`config.mk`:
```
export PLATFORM = sky130hd
export DESIGN_NAME = gpib_peripheral_handshake_port
export DESIGN_NICKNAME = d
export VERILOG_FILES = /design/src/logic/gpib_port_pkg.sv /design/src/logic/bus_sync.sv /design/src/logic/gpib_peripheral_handshake_port.sv
export VERILOG_INCLUDE_DIRS = /design/src /design/src/logic
export SDC_FILE = /design/constraint.sdc
export NUM_CORES = 1
export LEC_CHECK = 0
export BUFFER_PORTS_ARGS = -buffer_cell sky130_fd_sc_hd__buf_4
export CAP_MARGIN = 15
export CORE_ASPECT_RATIO = 1.75
export CORE_UTILIZATION = 25
export DETAILED_ROUTE_END_ITERATION = 8
export PLACE_DENSITY_LB_ADDON = 0.3
export SYNTH_ARGS = -nofsm -noshare
export SYNTH_HDL_FRONTEND = slang
export SYNTH_HIERARCHICAL = 1
export SYNTH_SLANG_ARGS = --single-unit
```
`constraint.sdc`:
```
create_clock -name sys_clk_i -period 1.7 [get_ports sys_clk_i]
set_input_delay 0.085 -clock sys_clk_i [delete_from_list [all_inputs] [get_ports sys_clk_i]]
set_output_delay 0.085 -clock sys_clk_i [all_outputs]
set_load 0.05 [all_outputs]
```
`src/logic/gpib_port_params.svh`:
```
`ifndef GPIB_PORT_PARAMS_SVH
`define GPIB_PORT_PARAMS_SVH
// ************************************************************
// bus command codes (low seven data bits, true sense)
// ************************************************************
`define CMD_UNLISTEN 7'h3F
`define CMD_UNTALK 7'h5F
`define CMD_SEC_PRINT 7'h6C
`define CMD_GROUP_MASK 7'h60
`define CMD_GROUP_SEC 7'h60
`define CMD_GROUP_LISTEN 7'h20
// ************************************************************
// interrupt cause bit positions
// ************************************************************
`define IRQ_IFC_BIT 0
`define IRQ_ATN_BIT 1
`define IRQ_HANDSHAKE_INTERRUPT_LINE_BIT 2
`define IRQ_WIDTH 3
`define IRQ_RESET 3'h0
`endif

```
`src/logic/gpib_port_pkg.sv`:
```
`default_nettype none
package gpib_port_pkg;
  // operating modes of the port
  typedef enum logic [2:0]
  {
    MODE_IDLE = 3'h1,
    MODE_LISTEN = 3'h2,
    MODE_TALK = 3'h4
  } mode_t;
  typedef logic [7:0] byte_t;
endpackage
`default_nettype wire

```
`src/logic/bus_sync.sv`:
```
`timescale 1ns/100ps
`default_nettype none
// ************************************************************
// three-stage input synchroniser with agreement filter
// ************************************************************
module bus_sync #(
  parameter int W = 1,
  parameter logic [W-1:0] INIT = '0
) (
  // clock and reset
  input wire logic sys_clk_i,
  input wire logic rst_i,
  // raw and clean levels
  input wire logic [W-1:0] raw_i,
  output logic [W-1:0] clean_o
);
  logic [W-1:0] s1_q, s2_q, s3_q, clean_q;
  logic [W-1:0] clean_d;
  // a bit changes once stages two and three agree
  always_comb
  begin
    clean_d = clean_q;
    for (int i = 0; i < W; i++)
    begin
      if (s2_q[i] == s3_q[i])
        clean_d[i] = s3_q[i];
    end
  end
  // register the chain
  always_ff @(posedge sys_clk_i)
  begin
    if (rst_i)
    begin
      s1_q <= INIT;
      s2_q <= INIT;
      s3_q <= INIT;
      clean_q <= INIT;
    end
    else
    begin
      s1_q <= raw_i;
      s2_q <= s1_q;
      s3_q <= s2_q;
      clean_q <= clean_d;
    end
  end
  assign clean_o = clean_q;
endmodule // bus_sync
`default_nettype wire

```
`src/logic/gpib_peripheral_handshake_port.sv`:
```
`timescale 1ns/100ps
`default_nettype none
`include "gpib_port_params.svh"
// Notes on behaviour
// - idle, attention released: every bus driver but service request off; only attention, clear and remote enable watched
// - listen: drive not-ready and not-accepted; watch valid, data, attention, end
// - talk: drive valid, data and end; watch listener handshake lines
// - service request driven independent of handshake
// - interface clear raises interrupt
// - each attention edge raises interrupt
// - no handshake interrupt while unaddressed, except for bytes under attention
// - listen: interrupt on each valid assertion
// - talk: interrupt when not-ready goes high
// - eight data, three handshake, five management lines
// - valid asserted only while presented byte is valid
// - not-ready held asserted until this listener ready
// - not-accepted held asserted until byte taken
// - bytes under attention are commands, not data
// - interface clear returns port to idle
// - end flag sent with byte and observed by listener
// - unlisten under attention leaves listen mode
// - untalk ignored while listening
// - secondary twelve after listen address announces ascii transfer
// - listen handshake: valid forces not-ready, pulse frees accept
// - talk: pulse sets valid latch, accepted-high clears it
// - attention release enters mode from addressed and direction
// Bus lines are true-sense here (1 = asserted); pads invert.
module gpib_peripheral_handshake_port
  import gpib_port_pkg::*;
(
  // clock and reset
  input wire logic sys_clk_i,
  input wire logic rst_i,
  // bus data lines
  input wire logic [7:0] dio_i,
  output logic [7:0] dio_o,
  output logic dio_oe_o,
  // bus handshake lines
  input wire logic dav_i,
  output logic dav_o,
  output logic dav_oe_o,
  input wire logic nrfd_i,
  output logic nrfd_o,
  output logic nrfd_oe_o,
  input wire logic ndac_i,
  output logic ndac_o,
  output logic ndac_oe_o,
  // bus management lines
  input wire logic atn_i,
  input wire logic ifc_i,
  input wire logic ren_i,
  input wire logic eoi_i,
  output logic eoi_o,
  output logic eoi_oe_o,
  output logic srq_o,
  output logic srq_oe_o,
  // firmware controls
  input wire logic addressed_i,
  input wire logic talk_sel_i,
  input wire logic shake_i,
  input wire logic srq_req_i,
  input wire gpib_port_pkg::byte_t tx_byte_i,
  input wire logic tx_eoi_i,
  input wire logic [`IRQ_WIDTH-1:0] irq_ack_i,
  // firmware status
  output gpib_port_pkg::byte_t rx_byte_o,
  output logic rx_eoi_o,
  output logic rx_cmd_o,
  output logic ren_o,
  output logic atn_o,
  output logic print_cmd_o,
  output gpib_port_pkg::mode_t mode_o,
  output logic [`IRQ_WIDTH-1:0] irq_pend_o,
  output logic handshake_interrupt_line_o,
  output logic irq_o
);
  // ************************************************************
  // input synchronisation
  // ************************************************************
  logic [7:0] dio_s;
  logic [6:0] ctl_s;
  logic dav_s, nrfd_s, ndac_s, atn_s, ifc_s, ren_s, eoi_s;
  // bus inputs pass four flops before any use
  bus_sync #(.W(8), .INIT(8'h00)) u_sync_dio (
    .sys_clk_i(sys_clk_i),
    .rst_i(rst_i),
    .raw_i(dio_i),
    .clean_o(dio_s)
  );
  bus_sync #(.W(7), .INIT(7'h00)) u_sync_ctl (
    .sys_clk_i(sys_clk_i),
    .rst_i(rst_i),
    .raw_i({dav_i, nrfd_i, ndac_i, atn_i, ifc_i, ren_i, eoi_i}),
    .clean_o(ctl_s)
  );
  assign {dav_s, nrfd_s, ndac_s, atn_s, ifc_s, ren_s, eoi_s} = ctl_s;
  // ************************************************************
  // edge detection
  // ************************************************************
  logic dav_p_q, nrfd_p_q, ndac_p_q, atn_p_q, ifc_p_q;
  logic dav_rise, dav_fall, nrfd_fall, ndac_fall, atn_edge, atn_fall, ifc_rise;
  always_ff @(posedge sys_clk_i)
  begin
    if (rst_i)
    begin
      dav_p_q <= 1'b0;
      nrfd_p_q <= 1'b0;
      ndac_p_q <= 1'b0;
      atn_p_q <= 1'b0;
      ifc_p_q <= 1'b0;
    end
    else
    begin
      dav_p_q <= dav_s;
      nrfd_p_q <= nrfd_s;
      ndac_p_q <= ndac_s;
      atn_p_q <= atn_s;
      ifc_p_q <= ifc_s;
    end
  end
  // edge pulses, one cycle each
  assign dav_rise = dav_s & ~dav_p_q;
  assign dav_fall = ~dav_s & dav_p_q;
  // not-ready and not-accepted go high on the wire when released
  assign nrfd_fall = ~nrfd_s & nrfd_p_q;
  assign ndac_fall = ~ndac_s & ndac_p_q;
  assign atn_edge = atn_s ^ atn_p_q;
  assign atn_fall = ~atn_s & atn_p_q;
  assign ifc_rise = ifc_s & ~ifc_p_q;
  // ************************************************************
  // mode, handshake latches and received byte
  // ************************************************************
  mode_t mode_q, mode_d;
  logic rfd_block_q, rfd_block_d; // forces not-ready asserted
  logic acc_q, acc_d; // one while not-accepted released
  logic dav_lat_q, dav_lat_d;
  logic print_q, print_d;
  logic last_mla_q, last_mla_d;
  byte_t rx_q, rx_d;
  logic rx_eoi_q, rx_eoi_d, rx_cmd_q, rx_cmd_d;
  logic [6:0] cmd7;
  // listen handshake drivers active in listen mode or during commands
  function automatic logic hs_listen(input mode_t m, input logic atn);
    hs_listen = (m == MODE_LISTEN) | atn;
  endfunction
  assign cmd7 = dio_s[6:0];
  always_comb
  begin
    mode_d = mode_q;
    rfd_block_d = rfd_block_q;
    acc_d = acc_q;
    dav_lat_d = dav_lat_q;
    print_d = print_q;
    last_mla_d = last_mla_q;
    rx_d = rx_q;
    rx_eoi_d = rx_eoi_q;
    rx_cmd_d = rx_cmd_q;
    // listen handshake: valid forces not-ready, pulse frees accept
    if (dav_rise && hs_listen(mode_q, atn_s))
    begin
      rfd_block_d = 1'b1;
      rx_d = dio_s;
      rx_eoi_d = eoi_s;
      rx_cmd_d = atn_s;
      if (atn_s && cmd7 == `CMD_UNLISTEN && mode_q == MODE_LISTEN)
        mode_d = MODE_IDLE;
      // untalk leaves a listener untouched
      if (atn_s && cmd7 == `CMD_UNTALK && mode_q == MODE_TALK)
        mode_d = MODE_IDLE;
      // firmware has confirmed its own listen address once the secondary arrives
      if (atn_s && (cmd7 & `CMD_GROUP_MASK) == `CMD_GROUP_SEC)
        print_d = last_mla_q && addressed_i && !talk_sel_i
                  && (cmd7 == `CMD_SEC_PRINT);
      // remember whether the previous command was a primary listen address
      if (atn_s)
        last_mla_d = ((cmd7 & `CMD_GROUP_MASK) == `CMD_GROUP_LISTEN)
                     && (cmd7 != `CMD_UNLISTEN);
    end
    if (shake_i && hs_listen(mode_q, atn_s) && rfd_block_q)
      acc_d = 1'b1;
    if (dav_fall)
    begin
      rfd_block_d = 1'b0;
      acc_d = 1'b0;
    end
    // talk latch, set by pulse and cleared by accepted-high
    if (shake_i && mode_q == MODE_TALK && !atn_s)
      dav_lat_d = 1'b1;
    if (ndac_fall || mode_q != MODE_TALK || atn_s)
      dav_lat_d = 1'b0;
    // attention release picks the mode
    if (atn_fall)
    begin
      if (addressed_i)
        mode_d = talk_sel_i ? MODE_TALK : MODE_LISTEN;
      else
        mode_d = MODE_IDLE;
    end
    // interface clear returns to idle
    if (ifc_s)
    begin
      mode_d = MODE_IDLE;
      rfd_block_d = 1'b0;
      acc_d = 1'b0;
      dav_lat_d = 1'b0;
      print_d = 1'b0;
      last_mla_d = 1'b0;
    end
  end
  always_ff @(posedge sys_clk_i)
  begin
    if (rst_i)
    begin
      mode_q <= MODE_IDLE;
      rfd_block_q <= 1'b0;
      acc_q <= 1'b0;
      dav_lat_q <= 1'b0;
      print_q <= 1'b0;
      last_mla_q <= 1'b0;
      rx_q <= 8'h00;
      rx_eoi_q <= 1'b0;
      rx_cmd_q <= 1'b0;
    end
    else
    begin
      mode_q <= mode_d;
      rfd_block_q <= rfd_block_d;
      acc_q <= acc_d;
      dav_lat_q <= dav_lat_d;
      print_q <= print_d;
      last_mla_q <= last_mla_d;
      rx_q <= rx_d;
      rx_eoi_q <= rx_eoi_d;
      rx_cmd_q <= rx_cmd_d;
    end
  end
  // ************************************************************
  // bus drivers
  // ************************************************************
  logic lis_drv, tlk_drv;
  assign lis_drv = hs_listen(mode_q, atn_s);
  assign tlk_drv = (mode_q == MODE_TALK) && !atn_s;
  assign nrfd_oe_o = lis_drv;
  assign nrfd_o = lis_drv & rfd_block_q;
  assign ndac_oe_o = lis_drv;
  assign ndac_o = lis_drv & ~acc_q;
  assign dio_oe_o = tlk_drv;
  assign dio_o = tlk_drv ? tx_byte_i : 8'h00;
  assign dav_oe_o = tlk_drv;
  assign dav_o = dav_lat_q;
  assign eoi_oe_o = tlk_drv;
  assign eoi_o = tlk_drv & dav_lat_q & tx_eoi_i;
  assign srq_o = srq_req_i;
  assign srq_oe_o = srq_req_i;
  // ************************************************************
  // interrupt causes
  // ************************************************************
  logic [`IRQ_WIDTH-1:0] pend_q, pend_d, set_v;
  logic handshake_interrupt_line_ev;
  // handshake event in addressed roles and for bytes under attention
  assign handshake_interrupt_line_ev = (mode_q == MODE_LISTEN || atn_s) ? dav_rise
                 : (mode_q == MODE_TALK) ? nrfd_fall : 1'b0;
  always_comb
  begin
    set_v = `IRQ_RESET;
    set_v[`IRQ_IFC_BIT] = ifc_rise;
    set_v[`IRQ_ATN_BIT] = atn_edge;
    set_v[`IRQ_HANDSHAKE_INTERRUPT_LINE_BIT] = handshake_interrupt_line_ev;
    // set wins over acknowledge
    pend_d = (pend_q & ~irq_ack_i) | set_v;
  end
  always_ff @(posedge sys_clk_i)
  begin
    if (rst_i)
      pend_q <= `IRQ_RESET;
    else
      pend_q <= pend_d;
  end
  assign irq_pend_o = pend_q;
  assign handshake_interrupt_line_o = pend_q[`IRQ_HANDSHAKE_INTERRUPT_LINE_BIT];
  assign irq_o = |pend_q;
  assign rx_byte_o = rx_q;
  assign rx_eoi_o = rx_eoi_q;
  assign rx_cmd_o = rx_cmd_q;
  assign ren_o = ren_s;
  assign atn_o = atn_s;
  assign print_cmd_o = print_q;
  assign mode_o = mode_q;
endmodule // gpib_peripheral_handshake_port
`default_nettype wire

```
* Word level (Yosys, flattened, before mapping)
Cells that the tools add are included.
** Storage, ports and cells
- Register bits :: 86
- Bits of input ports :: 33
- Output and inout port bits :: 40
- Logic and storage cells :: 120
** Cells by class
- Eq/ne operators :: 24
- Mux-type cells :: 9
- Bitwise operators :: 22
- Reduce and logical (&&, ||, !) cells :: 29
** Operators by type and width (number)
- $mux 3 :: 6
- $eq 1x1->1 :: 15
- $logic_and 1x1->1 :: 15
- $eq 7x7->1 const B :: 2
- $and 1x1->1 :: 10
- $reduce_or 3->1 :: 3
- $mux 8 :: 1
- $eq 7x6->1 const B :: 1
- $ne 7x6->1 const B :: 1
- $not 1->1 :: 7
- $reduce_and 2->1 :: 3
- $and 3x3->3 :: 1
- $eq 3x2->1 const B :: 1
- $eq 3x3->1 const B :: 1
- $logic_or 1x1->1 :: 3
- $ne 3x3->1 const B :: 1
- $not 3->3 :: 1
- $or 3x3->3 :: 1
- $reduce_bool 3->1 :: 1
- $eq 2x1->1 const B :: 1
- $eq 2x2->1 const B :: 1
- $logic_not 1->1 :: 2
- $mux 1 :: 2
- $reduce_bool 2->1 :: 1
- other kinds (3) :: 3

* Longest topological paths before layout
Gate-level depths: netlist (run 1).
- Word-level depth :: 7
- Gate-level depth with buffers :: 6
- Gate-level depth less buffers :: 5

* Modules after synthesis
The synthesis (run 1) kept the hierarchy.
** By module, submodules not included
- gpib_peripheral_handshake_port :: times used 1, cells an instance 141, area an instance 1286.2 um^2, sequential area each 520.5 um^2
- bus_sync at u_sync_dio :: times used 1, cells an instance 83, area an instance 923.4 um^2, sequential area each 640.6 um^2
- bus_sync at u_sync_ctl :: times used 1, cells an instance 73, area an instance 913.4 um^2, sequential area each 560.5 um^2

* Worst setup path before layout (run 1)
Ideal clock, no wire load.
- Path kind :: register to output
- From :: register u_sync_ctl.clean_q[3] (netlist: u_sync_ctl/clean_o[3])
- To :: output dio_o[0]
- Arrival time :: 2288 ps
- Required time :: 1615 ps
- Setup slack :: -673 ps
- Cell stages (with the launch flop) :: 5
- Path buffers :: 2
- Cell sequence :: dfxtp_1 > clkbuf_1 > nor4b_1 > clkbuf_1 > and2_1
** On the way
- Cells in the longest elaborated chain, start to end :: 3
** Ends and longest elaborated chain
- from (decl) :: RTL line bus_sync.sv:17 : logic [W-1:0] s1_q, s2_q, s3_q, clean_q;
- from (signal assigned) :: RTL line bus_sync.sv:44 : clean_q <= clean_d;
- $logic_not 1->1 :: RTL line gpib_peripheral_handshake_port.sv:242 : assign tlk_drv = (mode_q == MODE_TALK) && !atn_s;
- $logic_and 1x1->1 :: RTL line gpib_peripheral_handshake_port.sv:242
- via dav_oe_o :: RTL line gpib_peripheral_handshake_port.sv:41 : output logic dav_oe_o,
- $mux 8 :: RTL line gpib_peripheral_handshake_port.sv:248 : assign dio_o = tlk_drv ? tx_byte_i : 8'h00;
- to (decl) :: RTL line gpib_peripheral_handshake_port.sv:36 : output logic [7:0] dio_o,
The timed path passes the listed nets, and every way through them passes these cells.

* Worst setup path after layout (run 1)
- From :: register mode_q[1] (netlist: mode_o[1])
- To :: output eoi_o
** On the way
- Cells in the longest elaborated chain, start to end :: 4
** Ends and longest elaborated chain
- from (decl) :: RTL line gpib_peripheral_handshake_port.sv:133 : mode_t mode_q, mode_d;
- from (signal assigned) :: RTL line gpib_peripheral_handshake_port.sv:226 : mode_q <= mode_d;
- $eq 3x3->1 :: RTL line gpib_peripheral_handshake_port.sv:242
- $logic_and 1x1->1 :: RTL line gpib_peripheral_handshake_port.sv:242
- $and 1x1->1 (2 in series) :: RTL line gpib_peripheral_handshake_port.sv:252 : assign eoi_o = tlk_drv & dav_lat_q & tx_eoi_i;
- to (decl) :: RTL line gpib_peripheral_handshake_port.sv:53 : output logic eoi_o,
Every way passes these cells.

==> reports/metrics.yaml, run 1 <==
critical_path:
  r2r_start: "u_sync_dio/clean_o[0]"
  r2r_slack_ns: 0.18
  endpoint_kind: "primary output"
  path_class: "flop to primary output"
  r2r-end: "print_cmd_o"
  reg2reg_depth: 3
  crit_fanout: 7
  critPathRequiredTime_ns: 1.62
  cp_data_arrival_time_ns: 1.56
  start_kind: "flop"
placement:
  dpl_cell_area_um2: 3810
  port_buffers: 69
  hpwlAfterDp_um: 4240
  gp_congestion: 0.754
  pre_cts_ws_ns: 0.186
synthesis:
  yosysTopAreaCell: "dfxtp_1"
  synth_edf_count: 0
  netlist_top_cells_count: "86 x dfxtp_1, 36 x nor2b_1, 23 x nand2b_1"
  synth_nets: 331
  syn_area_um2: 3120
  avgSynthCellArea_um2: 10.5
  ys_types: 43
  synthArstFlopShare_pct: 0
  yosysTopAreaCellShare_pct: 55.1
  synth.area.top_cells: "dfxtp_1 55%, nor2b_1 7.2%, nand2b_1 4.6%"
  synth_seq_cells: 86
  syn_inst: 297
  synth_ff_type: "dfxtp_1"
  yosysMostFrequentCell: "dfxtp_1"
  ys_seq_area_share_pct: 55.1
  yosysWarnings: 6
sta:
  final_max_slew_viol_count: 0
  min_period_ns: 1.64
  finalSetupViolCount: 0
  hold_viol_final: 0
  fin_hold_ws_ns: 0.0191
  fin_crit_sh_pct: 96.5
  finalClockSkew_ns: 0.00450
  maxSlewHeadroom_pct: 71.0
  worstMarginPinSlew_ns: 0.433
  post-route-worst-setup-slack_ns: 0.0595
  fmaxAchievable_ghz: 0.610
die:
  die_y_um: 150
  die_w_um: 86.5
  start_util_pct: 25.9
  rows: 53
  io_pins: 73
  die_area_um2: 13000
  core_um2: 12100
cells_and_area:
  diodes: 0
  n_fill_cell: 1268
  drive_above_1_share_pct: 33.8
  nNetsFinal: 417
  utilization_pct: 35.6
  area_growth_pct: 37.4
  final_area_um2: 4290
global_routing:
  grt_pass1_vias: 2089
  grt_max_degree: 55
  globalRouteOverflowTotal: 0
  grt_pass1_wl_um: 9780
  antenna_found_initial: 0
  grtUsageTotal_pct: 9.92
route:
  routed_via_density: 4.05
  finalWirelength_um: 6040
  post_drt_wl_per_cell_um: 10.9
  drtPass1Iterations: 4
  drt_iter0_drc: 99
  drc: 0
  ant_nets: 0
  vias: 2241
worst_hold_path:
  hold_depth: 3
  holdPathEnd: "irq_pend_o[1]"
  hold_path_class: "input pin to flop"
  hp-start: "irq_ack_i[1]"
clocking:
  clock_sinks: 86
  clockBufferDepth: 2
  htreeDepth: 3
  clk_latency_ns: 0.33
  numCtsBuffers: 9
  clk_transition_reported_paths_ns: 0.06
  cts_tree: "yes"
  clockRootBuffer: "clkbuf_16"
job:
  cap_viol_max_count: 0
status:
  status: "complete, no violations"
pwr:
  power.leakage_nw: 1.70
  powerDensity_nw_per_um2: 961
  peakVddDrop_uv: 421
==> power breakdown <==
group | internal (mW) | total, mW | switching, mW
Clock | 1.08 | 1.87 | 0.787
Sequential | 2.06 | 2.07 | 0.0158
Combinational | 0.116 | 0.186 | 0.0692
Total | 3.25 | 4.13 | 0.872
==> layer usage <==
metal  global-route usage [%]  vias to the layer above  wire length [um]
met5                        0                        -                 0
met4                     6.83                        0               172
met3                     1.99                       12               280
met2                     16.7                       59              2980
met1                     11.1                     1014              2610
li1                         -                     1156                 -
==> metrics by stage <==
step | setup TNS (ns) | std cells | power, mW
after global routing | -0.000334 | 553 | 4.32
after detailed placement | 0 | 520 | 2.28
after CTS | 0 | 551 | 4.22
after floorplan | -0.153 | 297 | 2.22
after global placement | 0 | 520 | 2.28
final | 0 | 553 | 4.13
==> layout make-up <==
type	instances	area [um^2]	share of cell area, %
clock buffer	11	253	5.89
clock inverter	5	41.3	0.962
inverter	6	22.5	0.525
multi-input combinational	187	1280	29.9
sequential	86	1730	40.3
tap	165	206	4.81
timing repair buffer	93	756	17.6
==> state kept, by name, indices dropped and copies added, names as in the netlist, 3 cells and up <==
register,count
irq_pend_o,3
u_sync_ctl/s1_q,7
rx_byte_o,8
u_sync_ctl/clean_o,7
u_sync_dio/s2_q,8
u_sync_dio/clean_o,8
mode_o,3
u_sync_ctl/s3_q,7
u_sync_dio/s1_q,8
u_sync_dio/s3_q,8
u_sync_ctl/s2_q,7
==> worst max-delay path: stages, from the launching register on <==
cell,delay [ns]
dfxtp_2,0.36
nor4b_4,0.33
buf_4,0.21
and3_1,0.17
buf_6,0.16
==> cells in the final DEF, fill, tap and decap left out, drive strengths merged, types with 2 or more instances in the layout <==
cell type,Yosys,final
a211oi,2,2
a21oi,22,22
a31oi,3,3
and2,8,8
and2b,3,3
buf,13,78
clkbuf,5,11
clkinv,0,2
clkinvlp,0,2
dfxtp,86,86
dlygate4sd3,0,15
inv,6,7
mux2i,9,9
nand2,18,18
nand2b,23,23
nand3b,2,2
nand4b,2,2
nand4bb,2,2
nor2,6,6
nor2b,49,49
o21ai,19,19
or3,2,2
==> how the worst max path moves through the flow <==
stage,startpoint,slack [ns],end
global placement,u_sync_dio/clean_o[0],0.21,print_cmd_o
finish,mode_o[1],0.06,eoi_o
floorplan,u_sync_ctl/clean_o[3],-0.06,dio_o[0]
detailed placement,u_sync_dio/clean_o[0],0.19,print_cmd_o
global route,mode_o[0],-0.0003,eoi_o
CTS,mode_o[0],0.02,nrfd_o
==> kinds of logic after synthesis <==
kind of cell	Yosys count	share of synthesized area, %
DFF	86	55.1
AOI/OAI and AO/OA	52	10.2
adders and majority gates	1	0.401
buffers and inverters	24	5.01
and+or+nand+nor	125	26.4
muxes	9	2.88
==> what timing repair did <==
item,CTS,global route
endpoints found under the setup margin,0,12
gates resized for setup,0,10
hold buffers,15,0
setup buffers,0,1
hold endpoints to repair,15,0
No activity file was read; power rests on OpenSTA's default activity.
==> run 2, diff against run 1 <==
--- a/config.mk
+++ b/config.mk
@@ -9,6 +9,7 @@
 export BUFFER_PORTS_ARGS = -buffer_cell sky130_fd_sc_hd__buf_4
 export CAP_MARGIN = 15
 export CORE_ASPECT_RATIO = 1.75
+export CORE_MARGIN = 4
 export CORE_UTILIZATION = 25
 export DETAILED_ROUTE_END_ITERATION = 8
 export PLACE_DENSITY_LB_ADDON = 0.3
==> run 2 against run 1 <==
  * Wire length grew 3.9%
  * Maximum frequency shrank 0.17%
  * Global-route usage shrank 1.1 points
  * Core utilization is essentially flat
  * Sequential share of layout area shrank 0.26 points
  * Largest cell class unchanged
==> reports/metrics.yaml, run 2 (synthesized netlist as in run 1, its figures left out) <==
status:
  status: "complete, no violations"
sta:
  min_period_ns: 1.64
  finalClockSkew_ns: 0.00352
  fin_crit_sh_pct: 96.7
  fmaxAchievable_ghz: 0.609
  finalSetupViolCount: 0
  hold_viol_final: 0
  rsz0062_at_grt: "true"
  fin_hold_ws_ns: 0.0137
  final_max_slew_viol_count: 0
  worstMarginPinSlew_ns: 0.454
  maxSlewHeadroom_pct: 69.5
route:
  ant_nets: 0
  drc: 0
  drtPass1Iterations: 4
  post_drt_wl_per_cell_um: 11.3
  vias: 2222
  finalWirelength_um: 6280
  routed_via_density: 4.02
  drt_iter0_drc: 83
clocking:
  clock_sinks: 86
  clk_transition_reported_paths_ns: 0.06
  cts_tree: "yes"
  numCtsBuffers: 9
  clk_latency_ns: 0.33
  htreeDepth: 3
  clockRootBuffer: "clkbuf_16"
  clockBufferDepth: 2
die:
  die_w_um: 92.5
  die_y_um: 156
  core_um2: 12100
  rows: 53
  io_pins: 73
  start_util_pct: 25.7
  die_area_um2: 14400
pwr:
  peakVddDrop_uv: 431
  power.leakage_nw: 1.71
  p_total_mw: 4.37
  powerDensity_nw_per_um2: 1010
global_routing:
  antenna_found_initial: 0
  grtUsageTotal_pct: 8.81
  grt_pass1_vias: 2155
  globalRouteOverflowTotal: 0
  grt_pass1_wl_um: 9920
  grt_max_degree: 78
critical_path:
  endpoint_kind: "primary output"
  cp_data_arrival_time_ns: 1.56
  crit_family: "simple AND/OR/NAND/NOR gates"
  crit_fanout: 6
  path_buf_inv: 2
  slowest_stage: "dfxtp_2"
  slowest_delay_ns: 0.39
  path_class: "flop to primary output"
  crit_path_cell_trace: "nor3b_1 > buf_4 > nor2_1 > nor2_1 > buf_4"
  critPathRequiredTime_ns: 1.62
  start_kind: "flop"
cells_and_area:
  nNetsFinal: 417
  n_fill_cell: 1242
  diodes: 0
  final_cell_mix: "82 x dfxtp_1, 75 x buf_4, 36 x nor2b_1"
  area_growth_pct: 38.1
  drive_above_1_share_pct: 33.5
  final_area_um2: 4310
  layout_commonest_cell: "dfxtp_1"
placement:
  dpl_cell_area_um2: 3800
  port_buffers: 69
  gp_congestion: 0.748
  hpwlAfterDp_um: 4540
job:
  cap_viol_max_count: 0
worst_hold_path:
  hold_path_class: "input pin to flop"
## run 2: cell type report
type	instances	area (um^2)	share of cell area, %
Sequential cell	86	1730	40.0
Multi-Input combinational cell	187	1270	29.4
Timing Repair Buffer	93	756	17.5
Clock buffer	10	239	5.54
Tap cell	165	206	4.79
Clock inverter	6	92.6	2.15
Inverter	6	22.5	0.522
## run 2: what timing repair did
action	in CTS	in global routing
setup buffers	2	1
gates cloned	0	0
pin swaps	0	0
setup endpoints to repair	1	13
gates resized for setup	0	3
endpoints found under the hold margin	15	0
hold buffers	15	0
## run 2: stage by stage
step	setup WS (ns)	instances	TNS [ns]	util (%)
global route	-0.0291	553	-0.0917	35.5
CTS	0.00912	552	0	35.4
global placement	0.207	519	0	31.3
floorplan	-0.0556	297	-0.153	-
finish	0.0567	553	0	35.5
detailed placement	0.182	519	0	31.3
## run 2: final timing paths
check | from | endpoint | slack (ns) | cells after the start
setup / recovery | mode_o[1] | nrfd_o | 0.06 | 5
hold / removal | irq_ack_i[0] | irq_pend_o[0] | 0.01 | 3
setup reg to reg | u_sync_dio/clean_o[0] | print_cmd_o | 0.18 | 3
hold reg to reg | u_sync_dio/s1_q[4] | u_sync_dio/s2_q[4] | 0.44 | 1
## run 2: metal layers
layer	routed length [um]	vias to the layer above	global-route usage, %	part of all wire [%]
li1	-	1154	-	-
met1	2440	1026	8.96	39
met2	3440	32	15.7	55
met3	207	10	2.27	3.3
met4	194	0	5.88	3.1
met5	0	-	0	0
## run 2: where the power goes
part	leakage, nW	internal, mW	switching [mW]	total, mW
combinational	0.856	0.115	0.0690	0.184
sequential	0.702	2.06	0.0156	2.08
clock	0.156	1.34	0.775	2.11
## run 2: tightest hold or removal path: stages
cell and delay (ns):
buf_4 0.07, nand2b_1 0.08, a21oi_1 0.05
